### src/mfcb_pkg.sv
// Constants, field layout and threshold tables for the fault settings bank.
// Assumes the sensing front end reports values in the units named below.
package mfcb_pkg;

   // Clock and timing
   localparam int unsigned CLK_HZ    = 25_000_000;
   localparam int unsigned MS_PER_S  = 1000;
   localparam int unsigned CYC_PER_MS = CLK_HZ / MS_PER_S;

   // Register placement and reset
   localparam logic [7:0]  FC2_OFFSET = 8'h94;
   localparam logic [31:0] FC2_RESET  = 32'h0000_0000;
   localparam logic [31:0] RD_UNMAPPED = 32'h0000_0000;

   // Field positions
   localparam int PARITY_BIT  = 31;
   localparam int ABN_EN_BIT  = 30;
   localparam int SYNC_EN_BIT = 29;
   localparam int NOMTR_EN_BIT = 28;
   localparam int ABN_THR_LSB = 24;
   localparam int SYNC_CNT_LSB = 21;
   localparam int NOMTR_LSB   = 18;
   localparam int OV_MODE_BIT = 17;
   localparam int MAXV_LSB    = 14;
   localparam int UV_MODE_BIT = 13;
   localparam int MINV_LSB    = 10;
   localparam int RETRY_LSB   = 7;
   localparam int MINSPD_LSB  = 4;
   localparam int RATIO_LSB   = 2;
   localparam int DUTY_LSB    = 0;

   // Arithmetic coding (speed in 0.5 Hz, supply in 0.1 V, duty in 0.1 %)
   localparam logic [15:0] ABN_STEP     = 16'h01f4; // 250 Hz
   localparam logic [3:0]  SYNC_BASE    = 4'h2;
   localparam logic [9:0]  MAXV_BASE    = 10'h096;  // 15.0 V, code 0 unused
   localparam logic [9:0]  MAXV_STEP    = 10'h032;  // 5.0 V
   localparam logic [2:0]  MAXV_LAST    = 3'h5;
   localparam logic [9:0]  DUTY_BASE    = 10'h00a;  // 1.0 %
   localparam logic [9:0]  DUTY_STEP    = 10'h005;  // 0.5 %

   // Lock action mode coding
   localparam logic [3:0] LM_LATCH_LAST = 4'h3;
   localparam logic [3:0] LM_AUTO_LAST  = 4'h7;
   localparam logic [3:0] LM_REPORT     = 4'h8;

   // No-motor sense threshold in 0.5 mV units
   function automatic logic [7:0] nomtr_thr(input logic [2:0] c);
      case (c)
         3'h0: nomtr_thr = 8'h0a;
         3'h1: nomtr_thr = 8'h0f;
         3'h2: nomtr_thr = 8'h14;
         3'h3: nomtr_thr = 8'h19;
         3'h4: nomtr_thr = 8'h28;
         3'h5: nomtr_thr = 8'h32;
         3'h6: nomtr_thr = 8'h3c;
         default: nomtr_thr = 8'h50;
      endcase
   endfunction

   // Minimum supply in 0.1 V units, code 0 means no limit
   function automatic logic [9:0] minv_thr(input logic [2:0] c);
      case (c)
         3'h1: minv_thr = 10'h03c;
         3'h2: minv_thr = 10'h046;
         3'h3: minv_thr = 10'h050;
         3'h4: minv_thr = 10'h05a;
         3'h5: minv_thr = 10'h064;
         3'h6: minv_thr = 10'h078;
         3'h7: minv_thr = 10'h096;
         default: minv_thr = 10'h000;
      endcase
   endfunction

   // Retry attempt limit, code 0 means unlimited
   function automatic logic [4:0] retry_lim(input logic [2:0] c);
      case (c)
         3'h1: retry_lim = 5'h02;
         3'h2: retry_lim = 5'h03;
         3'h3: retry_lim = 5'h05;
         3'h4: retry_lim = 5'h07;
         3'h5: retry_lim = 5'h0a;
         3'h6: retry_lim = 5'h0f;
         3'h7: retry_lim = 5'h14;
         default: retry_lim = 5'h00;
      endcase
   endfunction

   // Minimum speed in 0.5 Hz units
   function automatic logic [15:0] minspd_thr(input logic [2:0] c);
      case (c)
         3'h0: minspd_thr = 16'h0001;
         3'h1: minspd_thr = 16'h0002;
         3'h2: minspd_thr = 16'h0004;
         3'h3: minspd_thr = 16'h0006;
         3'h4: minspd_thr = 16'h000a;
         3'h5: minspd_thr = 16'h0014;
         3'h6: minspd_thr = 16'h001e;
         default: minspd_thr = 16'h0032;
      endcase
   endfunction

   // Lock retry delay in ms
   function automatic logic [13:0] retry_ms(input logic [2:0] c);
      case (c)
         3'h0: retry_ms = 14'h0064;
         3'h1: retry_ms = 14'h01f4;
         3'h2: retry_ms = 14'h03e8;
         3'h3: retry_ms = 14'h07d0;
         3'h4: retry_ms = 14'h0bb8;
         3'h5: retry_ms = 14'h1388;
         3'h6: retry_ms = 14'h1d4c;
         default: retry_ms = 14'h2710;
      endcase
   endfunction

endpackage

### src/mfcb_bank.sv
// Fault settings register and the lock, supply and zero-duty logic it steers.
// Sense inputs come from on-chip logic on sys_clk, so none is synchronised.
//
// What this block does
// RULE_01 - Abnormal-speed lock detector runs only while its enable bit is set.
// RULE_02 - Loss-of-sync lock detector runs only while its enable bit is set.
// RULE_03 - No-motor lock detector runs only while its enable bit is set.
// RULE_04 - Abnormal speed threshold is 250 Hz times code plus one.
// RULE_05 - Loss-of-sync fault after code plus two sync losses.
// RULE_06 - No-motor threshold picks one of eight sense voltages.
// RULE_07 - Overvoltage latches, or clears itself when the auto bit is set.
// RULE_08 - Maximum supply: none, or 20 V to 40 V in 5 V steps.
// RULE_09 - Undervoltage latches, or clears itself when the auto bit is set.
// RULE_10 - Minimum supply: none, or one of seven listed voltages.
// RULE_11 - Automatic retries limited to the coded count, code 0 unlimited.
// RULE_12 - Lock fault when speed falls below the coded minimum.
// RULE_13 - Abnormal-speed lock when speed jumps by more than the coded ratio.
// RULE_14 - Target speed is zero while duty is below the coded threshold.
// RULE_15 - Register at offset 94h, resets to zero, fully read/write.
// RULE_16 - Detected lock acts as the lock action mode selects.
// RULE_17 - Auto-recovery modes retry after the selected retry delay.
// RULE_18 - Bit 31 is stored as a plain parity bit with no effect.
module mfcb_bank
   import mfcb_pkg::*;
#(
   parameter int unsigned RETRY_CYC_PER_MS = CYC_PER_MS
)(
   // Clock and reset
   input  wire logic        sys_clk,
   input  wire logic        rstn,
   // Register port
   input  wire logic [7:0]  reg_addr,
   input  wire logic        reg_wr,
   input  wire logic [31:0] reg_wdata,
   input  wire logic        reg_rd,
   output logic [31:0]      reg_rdata,
   // Motor state from the commutation engine
   input  wire logic        motor_run,
   input  wire logic        cycle_done,
   input  wire logic [15:0] speed_half_hz,
   input  wire logic        sync_lost,
   input  wire logic [7:0]  sense_half_mv,
   input  wire logic [9:0]  supply_dv,
   input  wire logic [9:0]  duty_permille,
   // Neighbouring lock settings and software clear
   input  wire logic [3:0]  lock_action_mode,
   input  wire logic [2:0]  lock_retry_time,
   input  wire logic        fault_clear,
   // Fault status and drive control
   output logic             lock_abn,
   output logic             lock_sync,
   output logic             lock_nomtr,
   output logic             lock_minspd,
   output logic             ov_fault,
   output logic             uv_fault,
   output logic             target_zero,
   output logic [1:0]       gate_mode,
   output logic             drive_off,
   output logic             retry_spent,
   output logic             fault_out_n
);

   typedef enum logic [1:0] {LK_CLEAR, LK_LATCHED, LK_WAIT} mfcb_lk_t;

   logic [1:0]  rst_sync_ff;
   logic        rst_n;
   logic [31:0] cfg_ff, nxt_cfg, rdata_ff, nxt_rdata;
   logic [15:0] abn_thr, minspd_lim, prev_spd_ff, nxt_prev_spd;
   logic [3:0]  sync_need, ratio_mul, sync_cnt_ff, nxt_sync_cnt;
   logic [7:0]  nomtr_lim;
   logic [9:0]  maxv_lim, minv_lim, duty_lim;
   logic [4:0]  retry_max, retry_cnt_ff, nxt_retry_cnt;
   logic        maxv_on;
   logic [19:0] jump_lim;
   logic        hit_abn, hit_sync, hit_nomtr, hit_minspd, any_hit;
   logic        ov_now, uv_now;
   mfcb_lk_t    st_ff, nxt_st;
   logic [31:0] wait_ff, nxt_wait;
   logic        abn_ff, sync_ff, nomtr_ff, minspd_ff;
   logic        nxt_abn, nxt_sync, nxt_nomtr, nxt_minspd;
   logic        ov_ff, uv_ff, zero_ff, off_ff, spent_ff, fo_n_ff;
   logic        nxt_ov, nxt_uv, nxt_zero, nxt_off, nxt_spent, nxt_fo_n;
   logic [1:0]  gate_ff, nxt_gate;
   logic        lock_on;

   // Reset release through two stages so every flop on rst_n leaves reset together
   always_ff @(posedge sys_clk or negedge rstn) begin
      if (!rstn) begin
         rst_sync_ff <= 2'h0;
      end else begin
         rst_sync_ff <= {rst_sync_ff[0], 1'b1};
      end
   end
   assign rst_n = rst_sync_ff[1];

   mfcb_decode u_decode (
      .cfg        (cfg_ff),
      .abn_thr    (abn_thr),
      .sync_need  (sync_need),
      .nomtr_lim  (nomtr_lim),
      .maxv_on    (maxv_on),
      .maxv_lim   (maxv_lim),
      .minv_lim   (minv_lim),
      .retry_max  (retry_max),
      .minspd_lim (minspd_lim),
      .ratio_mul  (ratio_mul),
      .duty_lim   (duty_lim)
   );

   // Register write and read; parity bit is stored like any other bit
   always_comb begin
      nxt_cfg   = cfg_ff;
      nxt_rdata = rdata_ff;
      if (reg_wr && reg_addr == FC2_OFFSET) begin
         nxt_cfg = reg_wdata; // RULE_15 RULE_18
      end
      if (reg_rd) begin
         nxt_rdata = (reg_addr == FC2_OFFSET) ? cfg_ff : RD_UNMAPPED;
      end
   end

   always_ff @(posedge sys_clk or negedge rst_n) begin
      if (!rst_n) begin
         cfg_ff   <= FC2_RESET;
         rdata_ff <= RD_UNMAPPED;
      end else begin
         cfg_ff   <= nxt_cfg;
         rdata_ff <= nxt_rdata;
      end
   end

   // Detectors; speed checks only look at a freshly measured cycle
   assign jump_lim  = {4'h0, prev_spd_ff} * {16'h0000, ratio_mul};
   assign hit_abn   = cfg_ff[ABN_EN_BIT] && motor_run && cycle_done && // RULE_01
                      (speed_half_hz > abn_thr || // RULE_04
                       (prev_spd_ff != 16'h0000 &&
                        {4'h0, speed_half_hz} > jump_lim)); // RULE_13
   assign hit_sync  = cfg_ff[SYNC_EN_BIT] && motor_run && sync_lost && // RULE_02
                      (sync_cnt_ff + 4'h1 >= sync_need); // RULE_05
   assign hit_nomtr = cfg_ff[NOMTR_EN_BIT] && motor_run && // RULE_03
                      sense_half_mv < nomtr_lim; // RULE_06
   assign hit_minspd = motor_run && cycle_done &&
                       speed_half_hz < minspd_lim; // RULE_12
   assign any_hit   = hit_abn | hit_sync | hit_nomtr | hit_minspd;
   assign lock_on   = lock_action_mode <= LM_REPORT;

   // Supply window; code 0 and unused codes leave that side unlimited
   assign ov_now = maxv_on && supply_dv > maxv_lim; // RULE_08
   assign uv_now = minv_lim != 10'h000 && supply_dv < minv_lim; // RULE_10

   // Lock flags and latched supply faults are sticky until cleared; target_zero follows duty; a new hit beats a clear in one cycle
   always_comb begin
      nxt_prev_spd = cycle_done ? speed_half_hz : prev_spd_ff;
      if (!motor_run) begin
         nxt_prev_spd = 16'h0000;
      end
      nxt_sync_cnt = sync_cnt_ff;
      if (!motor_run || fault_clear || hit_sync) begin
         nxt_sync_cnt = 4'h0;
      end else if (cfg_ff[SYNC_EN_BIT] && sync_lost) begin
         nxt_sync_cnt = sync_cnt_ff + 4'h1; // RULE_05
      end
      nxt_abn    = (hit_abn && lock_on) | (abn_ff & ~fault_clear);
      nxt_sync   = (hit_sync && lock_on) | (sync_ff & ~fault_clear);
      nxt_nomtr  = (hit_nomtr && lock_on) | (nomtr_ff & ~fault_clear);
      nxt_minspd = (hit_minspd && lock_on) | (minspd_ff & ~fault_clear);
      nxt_ov = ov_now | (ov_ff & ~(cfg_ff[OV_MODE_BIT] | fault_clear)); // RULE_07
      nxt_uv = uv_now | (uv_ff & ~(cfg_ff[UV_MODE_BIT] | fault_clear)); // RULE_09
      nxt_zero = duty_permille < duty_lim; // RULE_14
   end

   // Lock action; mode chosen at the moment of the lock holds until it ends
   always_comb begin
      nxt_st        = st_ff;
      nxt_wait      = wait_ff;
      nxt_retry_cnt = fault_clear ? 5'h00 : retry_cnt_ff;
      nxt_gate      = gate_ff;
      nxt_spent     = spent_ff & ~fault_clear;
      case (st_ff)
         LK_CLEAR: begin
            if (any_hit && lock_action_mode <= LM_LATCH_LAST) begin
               nxt_st   = LK_LATCHED; // RULE_16
               nxt_gate = lock_action_mode[1:0];
            end else if (any_hit && lock_action_mode <= LM_AUTO_LAST) begin
               nxt_gate = lock_action_mode[1:0];
               if (retry_max != 5'h00 && retry_cnt_ff >= retry_max) begin
                  nxt_st    = LK_LATCHED; // RULE_11
                  nxt_spent = 1'b1;
               end else begin
                  nxt_st        = LK_WAIT; // RULE_16
                  nxt_retry_cnt = retry_cnt_ff + 5'h01;
                  nxt_wait      = 32'(retry_ms(lock_retry_time) *
                                      RETRY_CYC_PER_MS); // RULE_17
               end
            end
         end
         LK_LATCHED: begin
            if (fault_clear) begin
               nxt_st = LK_CLEAR;
            end
         end
         LK_WAIT: begin
            if (wait_ff <= 32'h0000_0001) begin
               nxt_st   = LK_CLEAR; // RULE_17
               nxt_wait = 32'h0000_0000;
            end else begin
               nxt_wait = wait_ff - 32'h0000_0001;
            end
         end
         default: nxt_st = LK_CLEAR;
      endcase
      // Drive stays off while locked or outside the supply window
      nxt_off  = (nxt_st != LK_CLEAR) | nxt_ov | nxt_uv;
      nxt_fo_n = ~(nxt_off | nxt_abn | nxt_sync | nxt_nomtr | nxt_minspd);
   end

   always_ff @(posedge sys_clk or negedge rst_n) begin
      if (!rst_n) begin
         prev_spd_ff  <= 16'h0000;
         sync_cnt_ff  <= 4'h0;
         abn_ff       <= 1'b0;
         sync_ff      <= 1'b0;
         nomtr_ff     <= 1'b0;
         minspd_ff    <= 1'b0;
         ov_ff        <= 1'b0;
         uv_ff        <= 1'b0;
         zero_ff      <= 1'b0;
         st_ff        <= LK_CLEAR;
         wait_ff      <= 32'h0000_0000;
         retry_cnt_ff <= 5'h00;
         gate_ff      <= 2'h0;
         spent_ff     <= 1'b0;
         off_ff       <= 1'b0;
         fo_n_ff      <= 1'b1;
      end else begin
         prev_spd_ff  <= nxt_prev_spd;
         sync_cnt_ff  <= nxt_sync_cnt;
         abn_ff       <= nxt_abn;
         sync_ff      <= nxt_sync;
         nomtr_ff     <= nxt_nomtr;
         minspd_ff    <= nxt_minspd;
         ov_ff        <= nxt_ov;
         uv_ff        <= nxt_uv;
         zero_ff      <= nxt_zero;
         st_ff        <= nxt_st;
         wait_ff      <= nxt_wait;
         retry_cnt_ff <= nxt_retry_cnt;
         gate_ff      <= nxt_gate;
         spent_ff     <= nxt_spent;
         off_ff       <= nxt_off;
         fo_n_ff      <= nxt_fo_n;
      end
   end

   // Outputs straight from flops
   assign reg_rdata   = rdata_ff;
   assign lock_abn    = abn_ff;
   assign lock_sync   = sync_ff;
   assign lock_nomtr  = nomtr_ff;
   assign lock_minspd = minspd_ff;
   assign ov_fault    = ov_ff;
   assign uv_fault    = uv_ff;
   assign target_zero = zero_ff;
   assign gate_mode   = gate_ff;
   assign drive_off   = off_ff;
   assign retry_spent = spent_ff;
   assign fault_out_n = fo_n_ff;
endmodule

### src/mfcb_decode.sv
// Turns the stored fault settings word into ready-to-compare thresholds.
// Purely combinational; the caller registers whatever it derives.
module mfcb_decode
   import mfcb_pkg::*;
(
   // Settings word
   input  wire logic [31:0] cfg,
   // Decoded thresholds
   output logic [15:0]      abn_thr,
   output logic [3:0]       sync_need,
   output logic [7:0]       nomtr_lim,
   output logic             maxv_on,
   output logic [9:0]       maxv_lim,
   output logic [9:0]       minv_lim,
   output logic [4:0]       retry_max,
   output logic [15:0]      minspd_lim,
   output logic [3:0]       ratio_mul,
   output logic [9:0]       duty_lim
);

   logic [3:0] abn_code;
   logic [2:0] maxv_code;
   logic [1:0] ratio_code;
   logic [1:0] duty_code;

   assign abn_code   = cfg[ABN_THR_LSB +: 4];
   assign maxv_code  = cfg[MAXV_LSB +: 3];
   assign ratio_code = cfg[RATIO_LSB +: 2];
   assign duty_code  = cfg[DUTY_LSB +: 2];

   // Linear fields: 250 Hz steps, count plus two, 5 V steps, 0.5 % steps
   assign abn_thr    = 16'(ABN_STEP * ({12'h000, abn_code} + 16'h0001));
   assign sync_need  = {1'b0, cfg[SYNC_CNT_LSB +: 3]} + SYNC_BASE;
   assign maxv_on    = (maxv_code != 3'h0) && (maxv_code <= MAXV_LAST);
   assign maxv_lim   = 10'(MAXV_BASE + MAXV_STEP * {7'h00, maxv_code});
   assign ratio_mul  = {1'b0, ratio_code, 1'b0} + 4'h2;
   assign duty_lim   = 10'(DUTY_BASE + DUTY_STEP * {8'h00, duty_code});

   // Irregular fields come from the shared tables
   assign nomtr_lim  = nomtr_thr(cfg[NOMTR_LSB +: 3]);
   assign minv_lim   = minv_thr(cfg[MINV_LSB +: 3]);
   assign retry_max  = retry_lim(cfg[RETRY_LSB +: 3]);
   assign minspd_lim = minspd_thr(cfg[MINSPD_LSB +: 3]);

endmodule

### config.mk
export PLATFORM = sky130hd
export DESIGN_NAME = mfcb_bank
export DESIGN_NICKNAME = d
export VERILOG_FILES = /design/src/mfcb_pkg.sv /design/src/mfcb_bank.sv /design/src/mfcb_decode.sv
export SDC_FILE = /design/constraint.sdc
export NUM_CORES = 1
export LEC_CHECK = 0
export BUFFER_PORTS_ARGS = -buffer_cell sky130_fd_sc_hd__buf_2
export CORE_UTILIZATION = 61
export DETAILED_ROUTE_END_ITERATION = 12
export PLACE_DENSITY_LB_ADDON = 0.2
export RECOVER_POWER = 100
export SLEW_MARGIN = 10
export SYNTH_ARGS = -nofsm -noshare
export SYNTH_HDL_FRONTEND = slang
export SYNTH_SLANG_ARGS = --single-unit
### constraint.sdc
create_clock -name sys_clk -period 5.8 [get_ports sys_clk]
set_input_delay 0.29 -clock sys_clk [delete_from_list [all_inputs] [get_ports sys_clk]]
set_output_delay 0.29 -clock sys_clk [all_outputs]
set_load 0.02 [all_outputs]
Word level (Yosys, flattened, before mapping)
Index checks and enable logic that the tools add are counted.
{"block": "word_totals", "reg_bits": 137, "in_bits": 99, "output_inout_bits": 44, "word_cells": 190}
{"block": "op_classes", "addsub": 8, "multipliers": 5, "magnitude_cmp": 14, "eq_ne": 39, "mux": 36, "n_bitwise": 28, "n_reduce_logical": 41}
{"op": "$mux 32", "count": 5}
{"op": "$pmux 14 s7", "count": 1}
{"op": "$pmux 32 s2", "count": 1}
{"op": "$mux 14", "count": 4}
{"op": "$pmux 8 s7", "count": 1}
{"op": "$eq 3x3->1 const B", "count": 17}
{"op": "$pmux 7 s7", "count": 1}
{"op": "$pmux 6 s7", "count": 1}
{"op": "$pmux 5 s7", "count": 1}
{"op": "$le 32x1->1 const B", "count": 1}
{"op": "$mux 16", "count": 2}
{"op": "$sub 32x1->32 const B", "count": 1}
{"op": "$eq 3x2->1 const B", "count": 10}
{"op": "$mul 14x12->26 const B", "count": 1}
{"op": "$mux 5", "count": 5}
{"op": "$logic_and 1x1->1", "count": 23}
{"op": "$gt 16x20->1", "count": 1}
{"op": "$lt 10x10->1", "count": 2}
{"op": "$mul 16x4->20", "count": 1}
{"op": "$or 1x1->1", "count": 17}
{"op": "$gt 16x16->1", "count": 1}
{"op": "$lt 16x16->1", "count": 1}
{"op": "$mul 7x16->14 const A", "count": 1}
{"op": "$reduce_bool 16->1", "count": 1}
{"op": "other kinds (38)", "count": 71}

Longest topological paths before layout
Gate-level depths: netlist of run 1.
{"block": "depth", "ltp_word": 21, "mapped_depth": 29, "mapped_depth_nobuf": 27}

Modules after synthesis
Synthesis of run 1 repeated with hierarchy kept, for this count alone.
{"block": "unflattened", "hier_cells": 1683, "area_unflattened_um2": 14722.9}
{"module": "mfcb_bank", "n_inst": 1, "cells_each": 1482, "area_each_um2": 13136.3}
{"module": "mfcb_decode", "n_inst": 1, "cells_each": 201, "area_each_um2": 1586.5}

Worst setup path after synthesis of run 1
No wires, ideal clock.
{"block": "synth_path", "kind": "register to register", "from": "reg cfg_ff[24]", "to": "reg wait_ff[4]", "t_arrival_ps": 6208, "t_required_ps": 5680, "path_slack_ps": -528, "path_stages_with_launch": 29, "path_buffers": 2, "cell_sequence": "dfrtp_1 ha_1 xor2_1 inv_1 fa_1 inv_1 fa_1 inv_1 fa_1 inv_1 ha_1 inv_1 nor2_1 o21a_1 o21ai_0 nand2b_1 a21o_1 a21oi_1 xor2_1 ha_1 nand3_1 nor4_1 nand2_1 o21ai_0 o311a_1 buf_6 nor2_8 buf_8 a22o_4"}
{"block": "synth_between", "elab_chain_cells": 11, "word_cells_on_any_way": 13, "classes_between": "1 x add/sub; 1 x mul; 1 x order compare; 2 x eq/ne; 3 x bitwise; 5 x reduce/logical"}
{"item": "start, declared", "line": "mfcb_bank.sv:67", "rtl": "logic [31:0] cfg_ff, nxt_cfg, rdata_ff, nxt_rdata;"}
{"item": "start signal, assigned", "line": "mfcb_bank.sv:127", "rtl": "cfg_ff <= nxt_cfg;"}
{"item": "$add 4x1->5 (*)", "line": "mfcb_decode.sv:32", "rtl": "assign abn_thr = 16'(ABN_STEP * ({12'h000, abn_code} + 16'h0001));"}
{"item": "$mul 7x16->14 (*)", "line": "mfcb_decode.sv:32"}
{"item": "$gt 16x16->1 (*)", "line": "mfcb_bank.sv:135", "rtl": "(speed_half_hz > abn_thr ||"}
{"item": "$logic_or 1x1->1 (*)", "line": "mfcb_bank.sv:135"}
{"item": "$logic_and 1x1->1 (*)", "line": "mfcb_bank.sv:134", "rtl": "assign hit_abn = cfg_ff[ABN_EN_BIT] && motor_run && cycle_done &&"}
{"item": "$or 1x1->1 (*) (3 in series)", "line": "mfcb_bank.sv:144", "rtl": "assign any_hit = hit_abn | hit_sync | hit_nomtr | hit_minspd;"}
{"item": "$logic_and 1x1->1, on equally long branches", "line": "mfcb_bank.sv:184, mfcb_bank.sv:181"}
{"item": "$ne 2x2->1 (no line)"}
{"item": "$reduce_and 4->1 (no line) (*)"}
{"item": "end signal, assigned", "line": "mfcb_bank.sv:246", "rtl": "wait_ff <= nxt_wait;"}
{"item": "end, declared", "line": "mfcb_bank.sv:78", "rtl": "logic [31:0] wait_ff, nxt_wait;"}
Mark *: on every way between the ends. The rest lies on a longest branch, timed or not.
A chain may end at the register's enable or synchronous reset.

Worst setup path after layout of run 1
{"block": "layout_path", "from": "reg cfg_ff[25]", "to": "reg wait_ff[5]"}
The elaborated chain is that of the path after synthesis.

==> results.cfg, run 1 <==
[outcome]
status = finished with violations
violations = max-capacitance violations, max-slew violations, negative setup slack

[route]
detail_route.first_pass.iterations = 7
routedLengthMet1_mm = 15.1
viasPerCell = 5.93
drt_wl_total_mm = 34.2
wire_per_inst_um = 17.7
highest_layer = met4
vias = 11452
wl_met3_mm = 2.31
wl_met2_mm = 15.9
drc_errors = 0
drtIter0Drc = 882
ant_nets = 0

[setup_path]
crit_path_top_delay_cell = fa_1
worstPathArrival_ps = 6310
critPathLaunchType = flop
slowest_delay_ps = 510
r2r_start = cfg_ff[25]
worstSetupEndpointType = flop
crit_top_cell = ha_1
regToRegEndpoint = wait_ff[5]
cp.buffers_inverters = 5
required_ps = 6100
reg2reg_depth = 28
rrSetupSlack_ps = -200
worstPathMaxFanout = 5
path_class = reg -> reg
critPathTopFamily = adder cells

[logic_synthesis]
async_flop_share = 1.00
synth-edff-count = 0
netlist_top_cells_count = ha_1, inv_1, dfrtp_1, nand2_1, nor2_1
synth.distinct_cells = 89
synth_top_area_frac = 0.257
ys_seq_elements = 137
synth-seq-area-share = 0.259
synth_warnings = 0
synth_area_leaders = dfrtp_1, ha_1, fa_1
ys_dominant_reg_cell = dfrtp_1
synth.cell_area_um2 = 13200
synthCells = 1459
yosysMostFrequentCell = ha_1
yosys.area.top_type = dfrtp_1
syn_avg_cell_area_um2 = 9.07

[sta]
rsz0062_at_grt = true
slew_headroom = -0.905
fin_setup_tns_ps = -5220
worstMarginPinSlew_ps = 2860
hold_viol_final = 0
max_freq_mhz = 167
layout_setup_ws_ps = -202
skew_ps = 12.8
setup_viol = 41
period_minus_slack_ps = 6000
finalCritPeriodShare = 1.03
finalMaxSlewViolations = 171

[clock_network]
cts_buffers = 17
root_buffer = clkbuf_16
htreeDepth = 4
cts_tree = yes
clkLatencyLatePin_ps = 430
clkSinkCount = 137
clock_path_buffers = 2
path_clk_slew_ps = 70

[min_path]
hold_class = in -> reg
holdPathEnd = target_zero
hold_depth = 2
holdCritStartpoint = duty_permille[5]

[grt]
grt_usage = 0.313
grt_pass1_wl_mm = 55.3
grt_antenna_before_repair = 0
grt_pass1_vias = 11356
grt_max_degree = 71
gr-total-overflow = 0

[layout]
layout-drive-gt1-share = 0.182
fin_nets = 1987
syn_to_final_growth_pct = 16.7
design_area_um2 = 15400

[pwr]
ir_drop_mv = 0.225
power.density_nw_per_um2 = 222
power.total_mw = 3.43
p_leak_nw = 7.62

[place]
place_area_um2 = 14500
globalplace.congestion = 0.928
dp_hpwl_mm = 25.3
dp_slack_ps = -224
place.port_buffers = 142

[floorplanning]
std_cell_rows = 53
dieArea_um2 = 22300
start_util = 0.626
core_um2 = 21200
num_io_pins = 143
fp.dieW_um = 149
dieHeight_um = 149

[flow_run]
cap_violations = 3
state kept, by name, indices dropped and copies added, names as in the netlist:
name and cells:
retry_cnt_ff 5, sync_cnt_ff 4, uv_fault 1, fault_out_n 1, rst_sync_ff 2, lock_nomtr 1
target_zero 1, gate_mode 2, st_ff 2, cfg_ff 32, reg_rdata 32, prev_spd_ff 16
drive_off 1, wait_ff 32, lock_abn 1, retry_spent 1, ov_fault 1, lock_minspd 1
lock_sync 1
cell type report:
class | instances | area (um^2)
well taps | 275 | 344
clock buffers | 17 | 425
clock inverters | 15 | 203
repair buffers | 208 | 1200
diodes | 3 | 7.51
flip-flops and latches | 137 | 3430
multi-input cells | 1112 | 9220
fillers | 1542 | 5710
inverters | 163 | 614
where the power goes:
part | switching, mW | leakage [nW] | total, mW | internal (mW)
registers | 0.0371 | 1.78 | 1.01 | 0.975
logic | 0.700 | 5.54 | 1.24 | 0.536
clock network | 0.489 | 0.303 | 1.18 | 0.695
total | 1.23 | 7.62 | 3.43 | 2.21
cells in the final DEF (no fill, tap or decap), types with 5 or more instances in the layout:
| cell | synthesis | final |
|---|---|---|
| xor2_1 | 30 | 29 |
| a21o_1 | 26 | 26 |
| clkbuf_16 | 0 | 17 |
| dfrtp_1 | 136 | 134 |
| or2_2 | 6 | 6 |
| buf_2 | 8 | 98 |
| nor2b_1 | 42 | 42 |
| o21ai_1 | 11 | 12 |
| a211o_1 | 9 | 9 |
| a211oi_1 | 9 | 8 |
| o21a_1 | 18 | 18 |
| nand2b_1 | 21 | 21 |
| fa_1 | 48 | 48 |
| nor3_1 | 30 | 27 |
| clkbuf_1 | 32 | 46 |
| nand4_1 | 10 | 10 |
| and3_1 | 8 | 7 |
| nand3_1 | 37 | 35 |
| xnor2_1 | 28 | 28 |
| mux2i_1 | 22 | 22 |
| a31oi_1 | 10 | 10 |
| nor2_1 | 72 | 71 |
| nand2_1 | 117 | 114 |
| nor4_1 | 13 | 11 |
| a21oi_1 | 64 | 57 |
| buf_4 | 1 | 52 |
| or3_1 | 8 | 8 |
| o221ai_2 | 6 | 6 |
| a21oi_2 | 0 | 7 |
| a22o_1 | 6 | 6 |
| o21bai_1 | 6 | 5 |
| mux2_2 | 33 | 33 |
| ha_1 | 201 | 199 |
| o22ai_1 | 41 | 39 |
| and2_1 | 39 | 39 |
| inv_1 | 161 | 158 |
| o21ai_0 | 54 | 49 |
| buf_6 | 2 | 7 |
routing by layer:
layer  vias up  global-route usage
met5         -                   0
met4         0               0.101
met3        70              0.0593
met2       393               0.503
met1      5503               0.427
li1       5486                   -
how the worst max path moves through the flow:
stage	startpoint	slack, ps	cells after the start	end
6_report	cfg_ff[25]	-200	28	wait_ff[5]
5_1_grt	cfg_ff[25]	-390	28	retry_cnt_ff[2]
4_1_cts	cfg_ff[24]	2	27	gate_mode[0]
3_5_place_dp	cfg_ff[24]	-220	28	wait_ff[13]
3_3_place_gp	cfg_ff[24]	-40	28	wait_ff[15]
2_1_floorplan	cfg_ff[24]	30	28	wait_ff[10]
timing repair:
action / CTS / global route
hold buffers: 1 / 0
endpoints found under the setup margin: 40 / 44
endpoints found under the hold margin: 2 / 0
gates resized for setup: 12 / 36
gates cloned: 2 / 0
pin swaps: 17 / 36
buffers inserted: 6 / 10
metrics by stage:
stage                     instances  hold WS (ps)  utilization
final                          1930          15.9        0.730
after global routing           1927          22.8        0.730
after CTS                      1917          10.5        0.722
after detailed placement       1876          77.1        0.686
after global placement         1876          76.1        0.686
after floorplan                1460         -5.59            -
kinds of logic after synthesis:
| kind of cell | count (synthesis) | synth area share |
|---|---|---|
| muxes | 58 | 0.0473 |
| other | 2 | 0.000567 |
| and+or+nand+nor | 429 | 0.167 |
| adders and majority gates | 249 | 0.263 |
| DFF | 137 | 0.259 |
| buffers and inverters | 212 | 0.0631 |
| xor gates and xnor gates | 58 | 0.0384 |
| AOI/OAI and AO/OA | 314 | 0.162 |
Note: power is estimated with default switching activity, not from simulation.
==> inputs of run 2 (changes only) <==
- HOLD_SLACK_MARGIN: unset -> 0.08
- SYNTH_HIERARCHICAL: unset -> 1
==> run 2 against run 1 <==
The flow still finishes with violations (max-capacitance violations, max-slew violations, negative setup slack); core utilization rose by 0.38 points; critical endpoint is now retry_cnt_ff[3]; non-clock buffer count grew 19; largest cell class unchanged; via count is 12% higher; highest routed layer unchanged.
==> results.cfg, run 2 <==
[outcome]
status = finished with violations
violations = max-capacitance violations, max-slew violations, negative setup slack

[sta]
max_freq_mhz = 169
finalCritPeriodShare = 1.02
setup_viol = 21
hold_ws_ps = 89.8
hold_viol_final = 0
worstMarginPinSlew_ps = 3330
fin_setup_tns_ps = -913
skew_ps = 10.9
finalMaxSlewViolations = 114
period_minus_slack_ps = 5920
slew_headroom = -1.22
rsz0062_at_grt = true
layout_setup_ws_ps = -122

[place]
dp_hpwl_mm = 28.2
place.port_buffers = 142
dp_cells = 2161
globalplace.congestion = 0.920

[clock_network]
path_clk_slew_ps = 70
clkLatencyLatePin_ps = 440
root_buffer = clkbuf_16
cts_tree = yes
clkSinkCount = 137
htreeDepth = 4
cts_buffers = 17
clock_path_buffers = 2

[grt]
grt_pass1_vias = 12285
grt_max_degree = 81
gr-total-overflow = 0
grt_pass1_wl_mm = 59.8
grt_antenna_before_repair = 2
grt_usage = 0.307

[logic_synthesis]
synth-edff-count = 0
ys_seq_elements = 137
yosys.area.top_type = dfrtp_1
synth-seq-area-share = 0.233
async_flop_share = 1.00
synth_area_leaders = dfrtp_1, ha_1, fa_1
syn_avg_cell_area_um2 = 8.75
synth.distinct_cells = 91
synth_warnings = 6
synth.cell_area_um2 = 14700
netlist_top_cells_count = inv_1, ha_1, nand2_1, dfrtp_1, a21oi_1
synth_top_area_frac = 0.231
yosysMostFrequentCell = inv_1
synthCells = 1683
ys_dominant_reg_cell = dfrtp_1

[floorplanning]
num_io_pins = 143
std_cell_rows = 56
core_um2 = 23500
dieArea_um2 = 24800
start_util = 0.625
dieHeight_um = 157
fp.dieW_um = 157

[layout]
utilization = 0.734
final_cell_mix = inv_1, ha_1, nand2_1
final_common_cell = inv_1
nFillCells = 1800
seqCellArea_um2 = 3430
fin_nets = 2263
layout-drive-gt1-share = 0.195
syn_to_final_growth_pct = 17.4
multi_input_area_um2 = 10400
fin_cells = 2219

[setup_path]
worstPathMaxFanout = 8
required_ps = 6120
path_class = reg -> reg
worstPathArrival_ps = 6240
reg2reg_depth = 27
critPathLaunchType = flop
worstSetupEndpointType = flop

[route]
drtIter0Drc = 826
vias = 12792
wire_per_inst_um = 17.1
ant_nets = 0
drc_errors = 0
drt_wl_total_mm = 37.9
viasPerCell = 5.76
detail_route.first_pass.iterations = 5

[pwr]
power.density_nw_per_um2 = 259
ir_drop_mv = 0.353
p_leak_nw = 8.57
power.total_mw = 4.47

[flow_run]
cap_violations = 2

[min_path]
hold_class = in -> reg
hold_depth = 2
## run 2: changes by cell type after synthesis, moves of 10 or more
| cell | before | now |
|---|---|---|
| buf_4 | 1 | 28 |
| nor2_1 | 72 | 59 |
| inv_1 | 161 | 280 |
| ha_1 | 201 | 218 |
| fa_1 | 48 | 61 |
| o21ai_1 | 11 | 1 |
| xor2_1 | 30 | 16 |
| nand2_1 | 117 | 147 |
## run 2: final cells by class
cell class                      instances  area share
Clock inverter                         15     0.00746
Sequential cell                       137       0.199
Multi-Input combinational cell       1222       0.604
Antenna cell                            2    0.000290
Tap cell                              319      0.0231
Clock buffer                           17      0.0246
Inverter                              280      0.0610
Timing Repair Buffer                  227      0.0810
## run 2: worst paths after layout
kind	from	endpoint	slack, ps
worst max-delay path	cfg_ff[25]	retry_cnt_ff[3]	-120
worst min-delay path	reg_wdata[5]	cfg_ff[5]	90
worst max register to register	cfg_ff[25]	retry_cnt_ff[3]	-120
worst min register to register	rst_sync_ff[0]	rst_sync_ff[1]	360
max in group asynchronous	rst_sync_ff[1]	cfg_ff[25]	1520
min in group asynchronous	rstn	rst_sync_ff[0]	170
## run 2: metrics by stage
step,setup slack (ps),cell area (um^2)
final,-122,17300
after detailed placement,-340,16000
after global routing,-323,17300
after global placement,-126,16000
after CTS,21.1,16800
after floorplan,6.18,14800
## run 2: kinds of logic (layout without fill, tap and decap cells)
family | after synthesis | after routing | share of synthesized area
XOR/XNOR | 51 | 51 | 0.0303
AO/OA/AOI/OAI | 340 | 340 | 0.161
adder cells (fa/ha/maj) | 279 | 279 | 0.268
other | 3 | 30 | 0.000765
multiplexers | 62 | 62 | 0.0457
AND/OR/NAND/NOR | 462 | 462 | 0.163
buffers and inverters | 349 | 539 | 0.0982
flip-flops | 137 | 137 | 0.233
## run 2: critical path, cell delays in order (launching register included)
cell       delay [ps]
dfrtp_2           410
ha_4              180
and3_4            180
inv_2              40
fa_1              520
fa_1              530
inv_1              50
fa_1              490
inv_2              50
ha_4              240
nand3_1           110
o22ai_2           100
o41ai_2           280
xnor2_1           180
inv_1             110
ha_4              220
nand4_1           140
nor3_2             70
a2111oi_2         300
o21ai_1           160
o21a_4            240
nor4_4            260
buf_6             170
buf_4             120
a211oi_4           80
buf_6             140
and3_1            160
a211o_1           270
## run 2: what timing repair did
action	CTS	global route
setup buffers	3	15
setup endpoints to repair	44	44
gates resized for setup	22	102
pin swaps	14	74
hold endpoints to repair	7	0
hold buffers	6	0
gates cloned	2	1
## run 2: where the power goes
group	internal, mW	switching, mW
clock	0.562	0.473
sequential	1.09	0.154
combinational	0.988	1.21
total	2.64	1.83
## run 2: metal layers
metal | part of all wire | GRT usage | vias up | wire, um
li1 | - | - | 6132 | -
met1 | 0.43 | 0.392 | 6242 | 16400
met2 | 0.49 | 0.521 | 343 | 18700
met3 | 0.049 | 0.0562 | 75 | 1860
met4 | 0.025 | 0.102 | 0 | 945
met5 | 0 | 0 | - | 0
==> inputs of run 3 (changes only) <==
- clock period: 5.8 -> 6.6 ns (I/O delays scaled with it)
==> run 3 against run 2 <==
The flow finishes with violations (max-capacitance violations, max-slew violations); maximum frequency shrank 4.7%; final cell count shrank 2.9%; critical path type unchanged; final area shrank 5.8%; worst hold slack gained 46 ps; non-clock buffer count shrank 64; power shrank 17%; die area is the same; critical path depth shrank 3.
==> results.cfg, run 3 (synthesis results as in run 2) <==
[clock_network]
htreeDepth = 4
clkLatencyLatePin_ps = 430
clkSinkCount = 137
path_clk_slew_ps = 70
root_buffer = clkbuf_16
cts_buffers = 17
cts_tree = yes
clock_path_buffers = 2

[route]
drtIter0Drc = 787
wire_per_inst_um = 16.7
vias = 12305
drt_wl_total_mm = 35.9
drc_errors = 0
viasPerCell = 5.71
ant_nets = 0
detail_route.first_pass.iterations = 5

[min_path]
hold_class = in -> reg
hold_depth = 2

[pwr]
switching_share = 0.396
p_leak_nw = 8.16
p_sw_mw = 1.48
internal-power_mw = 2.25
power.density_nw_per_um2 = 229
power.total_mw = 3.73
p_seq_frac = 0.290
ir_drop_mv = 0.246
p_clk_frac = 0.261
pwr-share-comb = 0.448

[place]
place_area_um2 = 15700
place.port_buffers = 142
globalplace.congestion = 0.954
dp_hpwl_mm = 28.1
dp_slack_ps = 42.3

[layout]
syn_to_final_growth_pct = 10.5
fin_nets = 2199
final_common_cell = inv_1
layout-drive-gt1-share = 0.129
design_area_um2 = 16300
final_cell_mix = inv_1, ha_1, nand2_1

[setup_path]
reg2reg_depth = 24
required_ps = 6910
critPathLaunchType = flop
worstSetupEndpointType = flop
worstPathMaxFanout = 16
rrSetupSlack_ps = 390
path_class = reg -> reg
worstPathArrival_ps = 6520

[grt]
grt_usage = 0.300
busiest_layer = met2
grt_use_met2 = 0.523
grt_util_met1 = 0.381
grt_pass1_vias = 12075
use_met3 = 0.0419
grt_antenna_before_repair = 2
grt_max_degree = 81
gr-total-overflow = 0
grt_pass1_wl_mm = 58.2

[sta]
setup_viol = 0
finalMaxSlewViolations = 171
fin_setup_tns_ps = 0
worstMarginPinSlew_ps = 2330
slew_headroom = -0.553
layout_setup_ws_ps = 385
finalCritPeriodShare = 0.942
hold_ws_ps = 136
max_freq_mhz = 161
rsz0062_at_grt = false
hold_viol_final = 0
period_minus_slack_ps = 6210
skew_ps = 19.2

[outcome]
violations = max-capacitance violations, max-slew violations
status = finished with violations

[floorplanning]
num_io_pins = 143
fp.dieW_um = 157
dieHeight_um = 157
start_util = 0.625
core_um2 = 23500
std_cell_rows = 56
dieArea_um2 = 24800

[flow_run]
cap_violations = 3
==> run 3: stage by stage <==
step / cells / util
floorplan: 1708 / -
global placement: 2116 / 0.666
detailed placement: 2116 / 0.666
CTS: 2149 / 0.692
global route: 2155 / 0.691
finish: 2155 / 0.691
==> run 3: area by class of cell <==
class | instances | area [um^2]
antenna | 2 | 5.00
clock buffer | 18 | 439
clock inverter | 14 | 159
fill | 1957 | 7270
inverter | 280 | 1050
multi-input combinational | 1222 | 9980
sequential | 137 | 3430
tap | 319 | 399
timing repair buffer | 163 | 810
==> run 3: what timing repair did <==
item / in CTS / in global routing
hold buffers: 1 / 0
resized for setup: 0 / 10
setup endpoints to repair: 0 / 34
setup buffers: 0 / 4
hold endpoints to repair: 2 / 0
==> run 3: path summary, 6_finish.rpt <==
kind                                  endpoint            from
worst max-delay path               wait_ff[14]       cfg_ff[2]
worst min-delay path                 cfg_ff[7]    reg_wdata[7]
worst max register to register     wait_ff[14]       cfg_ff[2]
worst min register to register  rst_sync_ff[1]  rst_sync_ff[0]
max in group asynchronous           cfg_ff[26]  rst_sync_ff[1]
min in group asynchronous       rst_sync_ff[1]            rstn
==> run 3: metal layers <==
metal  vias up  part of all wire
li1       6004                 -
met1      5943              0.44
met2       300              0.50
met3        58             0.042
met4         0             0.022
met5         -                 0
==> run 3: power groups by stage <==
| stage | Sequential [mW] | Combinational, mW | Clock [mW] |
|---|---|---|---|
| after global routing | 1.10 | 1.89 | 1.02 |
| after global placement | 1.09 | 1.60 | 0 |
| after CTS | 1.08 | 1.67 | 0.987 |
| after detailed placement | 1.09 | 1.66 | 0 |
| after floorplan | 1.08 | 1.26 | 0 |
| final | 1.08 | 1.67 | 0.975 |
==> run 3: critical path: stages (launching register included) <==
cell       delay (ps)
dfrtp_1           420
ha_2              420
and2_1            220
fa_1              500
inv_1              50
fa_1              530
inv_1              40
ha_1              350
a21o_1            210
o32ai_2           260
a21oi_2           100
a21o_1            200
a21oi_1           160
xor2_1             90
ha_1              310
nand2_1            50
o21ai_0           230
a2111oi_0         130
a211o_1           340
a211oi_2          260
nand4_4           200
a2111oi_4         530
clkbuf_4          250
mux2i_1           160
o21ai_0            80
